**src/logic/pfc_pkg.sv**
```systemverilog
/*
 * Package for the page-program flash controller: pin widths, timing figures and
 * derived cycle counts, command defaults and the controller state encoding.
 * Assumes a 20 MHz system clock.
 */
package pfc_pkg;
   localparam int unsigned CLK_HZ          = 20_000_000;
   localparam int unsigned ADDR_W          = 15;
   localparam int unsigned DATA_W          = 8;
   localparam int unsigned PAGE_BYTES      = 64;
   localparam int unsigned OFS_W           = 6;
   localparam int unsigned PAGE_LSB        = 6;
   localparam int unsigned POLL_BIT_POS    = 7;
   localparam int unsigned FLIP_BIT_POS    = 6;
   // Strobe phases: 90 ns low, 100 ns high.
   localparam int unsigned T_WP_NS         = 90;
   localparam int unsigned T_WPH_NS        = 100;
   localparam int unsigned T_ACC_NS        = 150;
   localparam int unsigned T_BLC_US        = 150;
   localparam int unsigned T_WC_MS         = 10;
   localparam int unsigned T_PWRON_MS      = 5;
   localparam int unsigned CLK_NS          = 1_000_000_000 / CLK_HZ;
   localparam int unsigned WP_CYC          = (T_WP_NS + CLK_NS - 1) / CLK_NS;
   localparam int unsigned WPH_CYC         = (T_WPH_NS + CLK_NS - 1) / CLK_NS;
   localparam int unsigned ACC_CYC         = (T_ACC_NS + CLK_NS - 1) / CLK_NS + 1;
   // Longest gap between loads rounds down, with margin for the command turnaround.
   localparam int unsigned BLC_CYC         = T_BLC_US * (CLK_HZ / 1_000_000) - 16;
   // Polling waits past the longest window, so the part has surely started its cycle.
   localparam int unsigned BLC_DONE_CYC    = T_BLC_US * (CLK_HZ / 1_000_000) + 16;
   localparam int unsigned WC_CYC          = T_WC_MS * (CLK_HZ / 1000);
   localparam int unsigned PWRON_CYC       = T_PWRON_MS * (CLK_HZ / 1000);
   localparam int unsigned CNT_W           = 24;
   localparam logic [14:0] CMD_A1_DEF      = 15'h5555;
   localparam logic [14:0] CMD_A2_DEF      = 15'h2aaa;
   localparam logic [7:0]  CMD_D1_DEF      = 8'haa;
   localparam logic [7:0]  CMD_D2_DEF      = 8'h55;
   localparam logic [7:0]  CMD_LOCK_DEF    = 8'ha0;

   typedef enum logic [6:0] {
      PFC_IDLE  = 7'h01,
      PFC_SETUP = 7'h02,
      PFC_LOW   = 7'h04,
      PFC_HIGH  = 7'h08,
      PFC_RDWT  = 7'h10,
      PFC_GAP   = 7'h20,
      PFC_POLL  = 7'h40
   } pfc_state_e;
endpackage

```
**src/logic/pfc_sync_if.sv**
```systemverilog
/*
 * Carrier between the controller and its pin synchroniser.
 * Assumes both ends share one clock.
 */
`timescale 1ns/10ps
`default_nettype none
interface pfc_sync_if;
   logic [7:0] raw;
   logic [7:0] clean;
   modport src (output raw, input clean);
   modport snk (input raw, output clean);
endinterface
`default_nettype wire

```
**src/logic/pfc_ctrl.sv**
```systemverilog
/*
 * Host-side controller for a 32K x 8 page-programmed flash on its async pins.
 * Accepts read, byte-load, program-page end, lock, unlock and chip erase orders
 * from a user port, times the pin strobes, and polls for cycle completion.
 * Assumes the flash pins are wired directly and the user holds cmd fields stable
 * while cmd_valid is high.
 */
`timescale 1ns/10ps
`default_nettype none
module pfc_ctrl
   import pfc_pkg::*;
#(
   parameter int unsigned WC_CYCLES    = WC_CYC,
   parameter int unsigned PWRON_CYCLES = PWRON_CYC,
   parameter logic [14:0] CMD_A1       = CMD_A1_DEF,
   parameter logic [14:0] CMD_A2       = CMD_A2_DEF,
   parameter logic [7:0]  CMD_D1       = CMD_D1_DEF,
   parameter logic [7:0]  CMD_D2       = CMD_D2_DEF,
   parameter logic [7:0]  CMD_LOCK     = CMD_LOCK_DEF,
   parameter logic [7:0]  CMD_UNLOCK   = 8'h80,
   parameter logic [7:0]  CMD_ERASE    = 8'h10
)
(
   input  wire logic              clk,
   input  wire logic              nrst,
   input  wire logic              clk_en,
   input  wire logic              cmd_valid,
   input  wire logic [2:0]        cmd_op,
   input  wire logic [14:0]       cmd_addr,
   input  wire logic [7:0]        cmd_wdata,
   input  wire logic              cmd_locked,
   output logic                   cmd_ready,
   output logic                   rsp_valid,
   output logic [7:0]             rsp_rdata,
   output logic                   busy,
   output logic [14:0]            flash_addr,
   output logic                   flash_ce_n,
   output logic                   flash_oe_n,
   output logic                   flash_we_n,
   output logic [7:0]             flash_dq_o,
   output logic                   flash_dq_oe,
   input  wire logic [7:0]        flash_dq_i
);
   // cmd_op: 0 read, 1 load byte, 2 finish page, 3 lock, 4 unlock, 5 erase.
   localparam logic [2:0] OP_READ = 3'h0;
   localparam logic [2:0] OP_LOAD = 3'h1;
   localparam logic [2:0] OP_END  = 3'h2;
   pfc_state_e   st_reg;
   logic [CNT_W-1:0] cnt_reg;
   logic [CNT_W-1:0] pwr_reg;
   logic [CNT_W-1:0] wc_reg;
   logic [2:0]   seq_reg;
   logic [2:0]   seq_len_reg;
   logic [2:0]   op_reg;
   logic [14:0]  addr_reg;
   logic [7:0]   data_reg;
   logic [7:0]   last_rd_reg;
   logic         first_poll_reg;
   logic         page_open_reg;
   logic [14:0]  seq_addr;
   logic [7:0]   seq_data;
   logic [7:0]   rd_sample;
   pfc_sync_if sif ();
   assign sif.raw = flash_dq_i;
   assign rd_sample = sif.clean;
   pfc_sync u_sync (
      .clk  (clk),
      .nrst (nrst),
      .ce   (clk_en),
      .s    (sif.snk)
   );
   // command prefix: step 0,1 unlock pair, 2 opcode, 3..5 erase tail.
   always_comb begin
      seq_addr = CMD_A1;
      seq_data = CMD_D1;
      case (seq_reg)
         3'd0: begin seq_addr = CMD_A1; seq_data = CMD_D1; end
         3'd1: begin seq_addr = CMD_A2; seq_data = CMD_D2; end
         3'd2: begin
            seq_addr = CMD_A1;
            seq_data = (op_reg == 3'h3 || op_reg == OP_LOAD) ? CMD_LOCK :
                       (op_reg == 3'h4) ? CMD_UNLOCK : 8'h80;
         end
         3'd3: begin seq_addr = CMD_A1; seq_data = CMD_D1; end
         3'd4: begin seq_addr = CMD_A2; seq_data = CMD_D2; end
         default: begin seq_addr = CMD_A1; seq_data = CMD_ERASE; end
      endcase
   end
   // ****************************************
   // Power-on hold-off and program cycle bound
   // ****************************************
   // power-on delay.
   always_ff @(posedge clk or negedge nrst) begin
      if (!nrst) begin
         pwr_reg <= '0;
      end else if (clk_en && pwr_reg < CNT_W'(PWRON_CYCLES)) begin
         pwr_reg <= pwr_reg + 1'b1;
      end
   end
   // program cycle bound, so a dead part cannot hang the port.
   always_ff @(posedge clk or negedge nrst) begin
      if (!nrst) begin
         wc_reg <= '0;
      end else if (clk_en) begin
         wc_reg <= (st_reg == PFC_IDLE) ? '0 : wc_reg + 1'b1;
      end
   end

   // ****************************************
   // Pin sequencer
   // ****************************************
   always_ff @(posedge clk or negedge nrst) begin
      if (!nrst) begin
         st_reg         <= PFC_IDLE;
         cnt_reg        <= '0;
         seq_reg        <= 3'd0;
         seq_len_reg    <= 3'd0;
         op_reg         <= OP_READ;
         addr_reg       <= '0;
         data_reg       <= 8'h00;
         last_rd_reg    <= 8'h00;
         first_poll_reg <= 1'b0;
         page_open_reg  <= 1'b0;
         cmd_ready      <= 1'b0;
         rsp_valid      <= 1'b0;
         rsp_rdata      <= 8'h00;
         busy           <= 1'b0;
         flash_addr     <= '0;
         flash_ce_n     <= 1'b1;
         flash_oe_n     <= 1'b1;
         flash_we_n     <= 1'b1;
         flash_dq_o     <= 8'h00;
         flash_dq_oe    <= 1'b0;
      end else if (clk_en) begin
         rsp_valid <= 1'b0;
         cmd_ready <= 1'b0;
         case (st_reg)
            PFC_IDLE: begin
               busy <= page_open_reg;
               if (page_open_reg) begin
                  cnt_reg <= cnt_reg + 1'b1;
               end
               // silence past the byte-load window lets the flash program.
               if (page_open_reg && cnt_reg >= CNT_W'(BLC_DONE_CYC)) begin
                  page_open_reg  <= 1'b0;
                  first_poll_reg <= 1'b1;
                  cnt_reg        <= '0;
                  st_reg         <= PFC_POLL;
               end else if (cmd_valid && !cmd_ready && pwr_reg >= CNT_W'(PWRON_CYCLES)) begin
                  cmd_ready <= 1'b1;
                  op_reg    <= cmd_op;
                  addr_reg  <= (cmd_op == OP_END) ? addr_reg : cmd_addr;
                  data_reg  <= (cmd_op == OP_END) ? data_reg : cmd_wdata;
                  cnt_reg   <= '0;
                  busy      <= 1'b1;
                  flash_addr <= cmd_addr;
                  if (cmd_op == OP_READ) begin
                     // read with write strobe high, data released.
                     flash_dq_oe <= 1'b0;
                     flash_ce_n  <= 1'b0;
                     flash_oe_n  <= 1'b0;
                     st_reg      <= PFC_RDWT;
                  end else if (cmd_op == OP_END) begin
                     cnt_reg <= cnt_reg + 1'b1;
                  end else begin
                     // first byte of a locked page gets the prefix.
                     seq_reg     <= (cmd_op == OP_LOAD && !(cmd_locked && !page_open_reg))
                                    ? 3'd6 : 3'd0;
                     seq_len_reg <= (cmd_op == 3'h5) ? 3'd6 : 3'd3;
                     st_reg      <= PFC_SETUP;
                  end
               end
            end
            PFC_SETUP: begin
               // address and data set, output enable high first.
               flash_oe_n  <= 1'b1;
               flash_dq_oe <= 1'b1;
               flash_addr  <= (seq_reg == 3'd6) ? addr_reg : seq_addr;
               flash_dq_o  <= (seq_reg == 3'd6) ? data_reg : seq_data;
               flash_ce_n  <= 1'b0;
               cnt_reg     <= '0;
               st_reg      <= PFC_LOW;
            end
            PFC_LOW: begin
               // strobe low far longer than any glitch.
               flash_we_n <= 1'b0;
               cnt_reg    <= cnt_reg + 1'b1;
               if (cnt_reg >= CNT_W'(WP_CYC)) begin
                  // data still driven at the rising edge.
                  flash_we_n <= 1'b1;
                  cnt_reg    <= '0;
                  st_reg     <= PFC_HIGH;
               end
            end
            PFC_HIGH: begin
               cnt_reg <= cnt_reg + 1'b1;
               if (cnt_reg >= CNT_W'(WPH_CYC)) begin
                  flash_ce_n  <= 1'b1;
                  flash_dq_oe <= 1'b0;
                  cnt_reg     <= '0;
                  if (seq_reg == 3'd6) begin
                     page_open_reg <= 1'b1;
                     st_reg        <= PFC_IDLE;
                  end else if (seq_reg + 3'd1 == seq_len_reg) begin
                     // command words done; a load then writes its byte, other orders let the flash run its cycle.
                     if (op_reg == OP_LOAD) begin
                        seq_reg <= 3'd6;
                        st_reg  <= PFC_SETUP;
                     end else begin
                        addr_reg      <= flash_addr;
                        data_reg      <= flash_dq_o;
                        page_open_reg <= 1'b1;
                        st_reg        <= PFC_IDLE;
                     end
                  end else begin
                     seq_reg <= seq_reg + 3'd1;
                     st_reg  <= PFC_SETUP;
                  end
               end
            end
            PFC_RDWT: begin
               cnt_reg <= cnt_reg + 1'b1;
               if (cnt_reg >= CNT_W'(ACC_CYC + 3)) begin
                  flash_ce_n  <= 1'b1;
                  flash_oe_n  <= 1'b1;
                  last_rd_reg <= rd_sample;
                  cnt_reg     <= '0;
                  if (op_reg == OP_READ) begin
                     rsp_valid <= 1'b1;
                     rsp_rdata <= rd_sample;
                     st_reg    <= PFC_IDLE;
                  // two reads agree on bit 6 and, except after erase, bit 7 matches bit 7 of the last written byte.
                  end else if (wc_reg >= CNT_W'(WC_CYCLES) || (!first_poll_reg
                      && rd_sample[FLIP_BIT_POS] == last_rd_reg[FLIP_BIT_POS]
                      && (rd_sample[POLL_BIT_POS] == data_reg[POLL_BIT_POS]
                          || seq_len_reg == 3'd6))) begin
                     busy   <= 1'b0;
                     st_reg <= PFC_IDLE;
                  end else begin
                     first_poll_reg <= 1'b0;
                     st_reg         <= PFC_GAP;
                  end
               end
            end
            PFC_GAP: begin
               // Output enable stays high long enough for the part to flip bit 6.
               cnt_reg <= cnt_reg + 1'b1;
               if (cnt_reg >= CNT_W'(WPH_CYC)) begin
                  st_reg <= PFC_POLL;
               end
            end
            PFC_POLL: begin
               // polling also covers a timer started by a refused write.
               op_reg      <= OP_END;
               flash_addr  <= addr_reg;
               flash_dq_oe <= 1'b0;
               flash_ce_n  <= 1'b0;
               flash_oe_n  <= 1'b0;
               cnt_reg     <= '0;
               st_reg      <= PFC_RDWT;
            end
            default: st_reg <= PFC_IDLE;
         endcase
      end
   end
endmodule
`default_nettype wire

```
**src/logic/pfc_sync.sv**
```systemverilog
/*
 * Three-stage synchroniser for the data pins read back from the flash.
 * A bit changes only when the second and third stages agree.
 */
`timescale 1ns/10ps
`default_nettype none
module pfc_sync
   import pfc_pkg::*;
(
   input  wire logic clk,
   input  wire logic nrst,
   input  wire logic ce,
   pfc_sync_if.snk   s
);
   logic [7:0] s1_reg;
   logic [7:0] s2_reg;
   logic [7:0] s3_reg;
   logic [7:0] clean_reg;

   always_ff @(posedge clk or negedge nrst) begin
      if (!nrst) begin
         s1_reg <= 8'h00;
         s2_reg <= 8'h00;
         s3_reg <= 8'h00;
      end else if (ce) begin
         s1_reg <= s.raw;
         s2_reg <= s1_reg;
         s3_reg <= s2_reg;
      end
   end

   genvar i;
   generate
      for (i = 0; i < 8; i++) begin : g_bit
         always_ff @(posedge clk or negedge nrst) begin
            if (!nrst) begin
               clean_reg[i] <= 1'b0;
            end else if (ce && (s2_reg[i] == s3_reg[i])) begin
               clean_reg[i] <= s3_reg[i];
            end
         end
      end
   endgenerate

   assign s.clean = clean_reg;
endmodule
`default_nettype wire

```
**config.mk**
```make
export PLATFORM = sky130hd
export DESIGN_NAME = pfc_ctrl
export DESIGN_NICKNAME = d
export VERILOG_FILES = /design/src/logic/pfc_pkg.sv /design/src/logic/pfc_sync_if.sv /design/src/logic/pfc_ctrl.sv /design/src/logic/pfc_sync.sv
export SDC_FILE = /design/constraint.sdc
export NUM_CORES = 1
export LEC_CHECK = 0
export BUFFER_PORTS_ARGS = -buffer_cell sky130_fd_sc_hd__buf_2
export CAP_MARGIN = 20
export CORE_MARGIN = 2
export CORE_UTILIZATION = 40
export DETAILED_ROUTE_END_ITERATION = 7
export PLACE_DENSITY = 0.56
export SKIP_LAST_GASP = 1
export SYNTH_ARGS = -nofsm -noshare
export SYNTH_HDL_FRONTEND = slang
export SYNTH_HIERARCHICAL = 1
export SYNTH_SLANG_ARGS = --single-unit
```
**constraint.sdc**
```tcl
create_clock -name clk -period 4.3 [get_ports clk]
set_input_delay 0.43 -clock clk [delete_from_list [all_inputs] [get_ports clk]]
set_output_delay 0.43 -clock clk [all_outputs]
set_load 0.005 [all_outputs]
```
Word level (Yosys, flattened, before mapping)
Cells that the tools add are included.
{ "classes": {"n_addsub": 4, "order_cmp": 6, "eq_ne": 51, "mux": 94, "bitwise_logic": 3, "reduce_logical": 55} }
{ "ops": {"columns": ["cell", "n"], "rows": [
  ["$mux W24", 8],
  ["$mux W15", 11],
  ["$pmux W24 S5", 1],
  ["$add A24 B1 Y24 const B", 3],
  ["$mux W7", 10],
  ["$mux W8", 8],
  ["$pmux W7 S7", 1],
  ["$pmux W15 S3", 1],
  ["$mux W3", 12],
  ["$pmux W15 S2", 1],
  ["$reduce_and A6 Y1", 5],
  ["$mux W1", 27],
  ["$ne A2 B2 Y1 const B", 13],
  ["$ge A24 B12 Y1 const B", 1],
  ["$ge A24 B17 Y1 const B", 1],
  ["$ge A24 B18 Y1 const B", 1],
  ["$ge A24 B2 Y1 const B", 1],
  ["$ge A24 B3 Y1 const B", 1],
  ["$lt A24 B17 Y1 const B", 1],
  ["$pmux W8 S3", 1],
  ["$mux W6", 3],
  ["$reduce_and A9 Y1", 2],
  ["$logic_and A1 B1 Y1", 16],
  ["$pmux W8 S2", 1],
  ["other kinds (36)", 83]
]} }
{ "totals": {"reg_bits": 190, "in_bits": 39, "out_inout_bits": 38, "word_cells": 246} }

Depth between registers and ports, before layout
{ "depth": {"depth_word": 10, "depth_mapped": 10} }

Modules after synthesis
The synthesis kept the hierarchy.
{ "by_module_without_submodules": {"columns": ["mod", "instances", "cells_per_inst", "area_each_um2", "seq_area_each_um2"], "rows": [
  ["pfc_ctrl", 1, 868, 7871.3, 3808.7],
  ["pfc_sync", 1, 84, 1288.7, 800.8]
]} }

Worst setup path before layout
Ideal clock, no wire load.
{ "synth_timing": {"kind": "reg-to-reg", "startpoint": "register cnt_reg[10]", "endpoint": "register addr_reg[0]", "setup_ps": 127, "arrival_time_ps": 2440, "path_slack_ps": 1732, "stages_incl_launch_ff": 8, "n_path_buf": 1, "path_cell_list": "dfrtp_1 -> or4_1 -> or4_4 -> nor4_4 -> nor3_1 -> o2111ai_2 -> buf_6 -> mux2_1"} }
{ "synth_via": {"elab_chain_cells": 4, "word_cells_on_any_way": 6, "cone_classes": "order compare: 2; eq/ne: 2; reduce/logical: 2"} }
{ "synth_rtl": {"columns": ["item", "line", "text"], "rows": [
  ["from (decl)", "pfc_ctrl.sv:49", "logic [CNT_W-1:0] cnt_reg;"],
  ["from (signal assigned)", "pfc_ctrl.sv:141", "cnt_reg <= cnt_reg + 1'b1;"],
  ["from (signal assigned)", "pfc_ctrl.sv:164", "cnt_reg <= cnt_reg + 1'b1;"],
  ["from (signal assigned)", "pfc_ctrl.sv:187", "cnt_reg <= cnt_reg + 1'b1;"],
  ["$ge A24 B12 Y1", "pfc_ctrl.sv:144", "if (page_open_reg && cnt_reg >= CNT_W'(BLC_DONE_CYC)) begin"],
  ["$logic_and A1 B1 Y1", "pfc_ctrl.sv:144", null],
  ["$ne A2 B2 Y1 (no source line)", null, null],
  ["$reduce_and A9 Y1 (no source line) (*)", null, null],
  ["to (signal assigned)", "pfc_ctrl.sv:152", "addr_reg <= (cmd_op == OP_END) ? addr_reg : cmd_addr;"],
  ["to (signal assigned)", "pfc_ctrl.sv:210", "addr_reg <= flash_addr;"],
  ["to (decl)", "pfc_ctrl.sv:55", "logic [14:0] addr_reg;"]
]} }
Mark *: on every way between the ends. The rest lies on a longest branch, timed or not.
A chain may end at the register's enable or synchronous reset.

Final worst setup path
{ "layout_timing": {"startpoint": "register st_reg[2]", "endpoint": "register flash_addr[12]"} }
{ "layout_via": {"elab_chain_cells": 3, "word_cells_on_any_way": 8, "cone_classes": "eq/ne: 5; mux: 1; reduce/logical: 2"} }
{ "layout_rtl": {"columns": ["item", "line", "text"], "rows": [
  ["from (decl)", "pfc_ctrl.sv:48", "pfc_state_e st_reg;"],
  ["from (signal assigned)", "pfc_ctrl.sv:114", "st_reg <= PFC_IDLE;"],
  ["from (signal assigned)", "pfc_ctrl.sv:148", "st_reg <= PFC_POLL;"],
  ["from (signal assigned)", "pfc_ctrl.sv:162", "st_reg <= PFC_RDWT;"],
  ["$eq A7 B1 Y1, or another cell as far along", "pfc_ctrl.sv:137", "case (st_reg)"],
  ["$ne A2 B1 Y1 (no source line), or another cell as far along", null, null],
  ["$reduce_and A4 Y1 (no source line)", null, null],
  ["to (signal assigned)", "pfc_ctrl.sv:156", "flash_addr <= cmd_addr;"],
  ["to (signal assigned)", "pfc_ctrl.sv:178", "flash_addr <= (seq_reg == 3'd6) ? addr_reg : seq_addr;"],
  ["to (signal assigned)", "pfc_ctrl.sv:255", "flash_addr <= addr_reg;"],
  ["to (decl)", "pfc_ctrl.sv:36", "output logic [14:0] flash_addr,"]
]} }
Parallel ways exist; a longest one is shown, timed or not.

==> impl_metrics.toml <==
[setup_path]
critPathCaptureType = "flop"
cp.required_ns = 4.64
worstPathMaxFanout = 30
critical_path_class = "flop to flop"
r2r_cells = 6
rr_endpoint = "flash_addr[12]$_DFFE_PN0P_"
crit_arrival_ns = 3.57
r2r_start = "st_reg[2]$_DFFE_PN0P_"
rrSetupSlack_ns = 1.07
start_kind = "flop"

[finish]
drive_gt1_frac = 0.171
n_fill_cell = 2135
fin_nets = 1063
antenna_cells = 0
mostFrequentLayoutCell = "dfrtp_1"
syn_to_final_growth_pct = 13.5
layout_common_cells = "dfrtp_1, nand2_1, nor2_1"

[global_routing]
grt_overflow = 0
grt_max_degree = 113
track_usage = 0.174
grt_pass1_vias = 6449
grt_pass1_wl_mm = 33.6
antenna_found_initial = 0

[synth]
synth-seq-cells = 184
synth-edff-count = 0
synth-async-reset-ratio = 1.00
yosysUniqueCellTypes = 67
synth_area_leaders = "dfrtp_1, nand2_1, mux2_2"
synth_fp_nets = 1002
yosysTopAreaCellShare = 0.492
yosys_warnings = 6
synth_area_sq_mm = 0.00916
synth_top_cell_by_area = "dfrtp_1"
avgSynthCellArea_sq_um = 9.62
synth_seq_area_share = 0.503
ys.flop_type = "dfrtp_1"
syn_inst = 952

[outcome]
run_status = "completed"

[sta]
post-route-period-util = 0.751
clock_skew_ns = 0.0162
period_minus_slack_ns = 3.23
setup_viol = 0
finalSetupTns_ns = 0
hold_slack_ns = 0.0816
hold_viol_final = 0
maxSlewViolCount = 0
layout_setup_ws_ns = 1.07
max-slew-margin-rel = 0.332
fmax_ghz = 0.309
rsz0062_at_grt = "no"
tightestPinTransition_ns = 0.999

[clock_tree]
cts_buffers = 17
post_cts_buffers = 0
path_clk_slew_ns = 0.08
cts_tree = "built"
holdBufCountCts = 0
post_cts_resized = 0
cts_htree_levels = 4
clk_latency_ns = 0.45
cts_sinks = 184
cts_buffer_depth = 2
cts_root_buffer = "clkbuf_16"

[routing]
drc = 0
wl_per_cell_um = 15.1
vias = 6771
ant_nets = 0
drtIter0Drc = 422
routed_wl_mm = 19.8
drtPass1Iterations = 5
via_per_inst = 5.16

[die]
die_h_um = 155
fp.dieW_um = 155
die_area_sq_mm = 0.0241
initial_core_util = 0.406
ios = 77
core_region_area_sq_mm = 0.0226
rows = 55

[power_and_ir_drop]
irDropWorstVdd_uv = 220
finalPower_mw = 3.73
p_per_area_mw_per_mm2 = 359
p_leak_nw = 4.90

[run]
maxCapViolCount = 0

[place]
place.port_buffers = 76
place_ws_ns = 1.02
dpl.hpwl_mm = 13.6
place_congestion = 0.805

[worst_hold_path]
hold_path.class = "input port to async pin"
==> synth_stat cells, types with 14 or more instances <==
cell / count
a21oi_1: 40
nor4_1: 16
nand2b_1: 19
o21ai_0: 52
nor2_1: 88
xnor2_1: 31
mux2_1: 20
xor2_1: 15
nand3_1: 30
dfrtp_1: 180
clkbuf_1: 35
inv_1: 22
nor3_1: 20
and3_1: 16
nand2_1: 167
nand4_1: 14
mux2_2: 37
a22o_1: 22
==> stage by stage <==
stage          area [sq um]  instances   util
3_5_place_dp           9790       1279  0.434
6_report              10400       1311  0.461
2_1_floorplan          9160        952      -
4_1_cts               10400       1311  0.461
5_1_grt               10400       1311  0.461
3_3_place_gp           9780       1278  0.433
==> layout make-up <==
cell class,instances,area [sq um],share of cell area
multi-input cells,700,4250,0.408
well taps,285,357,0.0343
clock inverters,14,168,0.0161
inverters,22,82.6,0.00794
repair buffers,88,495,0.0477
clock buffers,18,439,0.0422
flip-flops and latches,184,4610,0.443
==> power by group <==
group | internal, mW | leakage [nW] | switching [mW] | total, mW
Sequential | 1.82 | 2.43 | 0.0758 | 1.89
Clock | 0.802 | 0.296 | 0.785 | 1.59
Combinational | 0.128 | 2.17 | 0.125 | 0.254
Total | 2.75 | 4.90 | 0.986 | 3.73
==> kinds of logic (layout without fill, tap and decap cells) <==
logic type      after synthesis  count (layout)  share of synthesized area
xor+xnor                     46              46                     0.0440
buf+inv                      68             142                     0.0332
fa+ha+maj                    11              11                     0.0150
flops                       184             184                      0.503
mux                          61              61                     0.0744
compound gates              160             160                      0.109
simple gates                422             422                      0.221
==> layer usage <==
metal | wire length, um | GRT usage | vias up
met5 | 0 | 0 | -
met4 | 391 | 0.0638 | 0
met3 | 640 | 0.0309 | 29
met2 | 8840 | 0.261 | 106
met1 | 9920 | 0.252 | 3212
li1 | - | - | 3424
==> how the worst max path moves through the flow <==
stage / from / to / slack, ns / depth (start not counted)
final: st_reg[2]$_DFFE_PN0P_ / flash_addr[12]$_DFFE_PN0P_ / 1.07 / 6
after global placement: st_reg[2]$_DFFE_PN0P_ / flash_addr[3]$_DFFE_PN0P_ / 0.99 / 7
after CTS: st_reg[2]$_DFFE_PN0P_ / flash_addr[12]$_DFFE_PN0P_ / 1.00 / 6
after floorplan: cnt_reg[10]$_DFFE_PN0P_ / addr_reg[0]$_DFFE_PN0P_ / 1.73 / 7
after detailed placement: st_reg[2]$_DFFE_PN0P_ / flash_addr[12]$_DFFE_PN0P_ / 1.02 / 7
after global routing: st_reg[2]$_DFFE_PN0P_ / flash_addr[9]$_DFFE_PN0P_ / 0.64 / 7
==> critical path, stage by stage, from the launching register on <==
cell	delay (ns)
dfrtp_1	0.45
or4_4	0.55
nor4b_2	0.49
nor2_1	0.31
nand2_1	0.16
nand3_1	0.72
o21ai_0	0.43
Power figures use the tool's default switching activity.
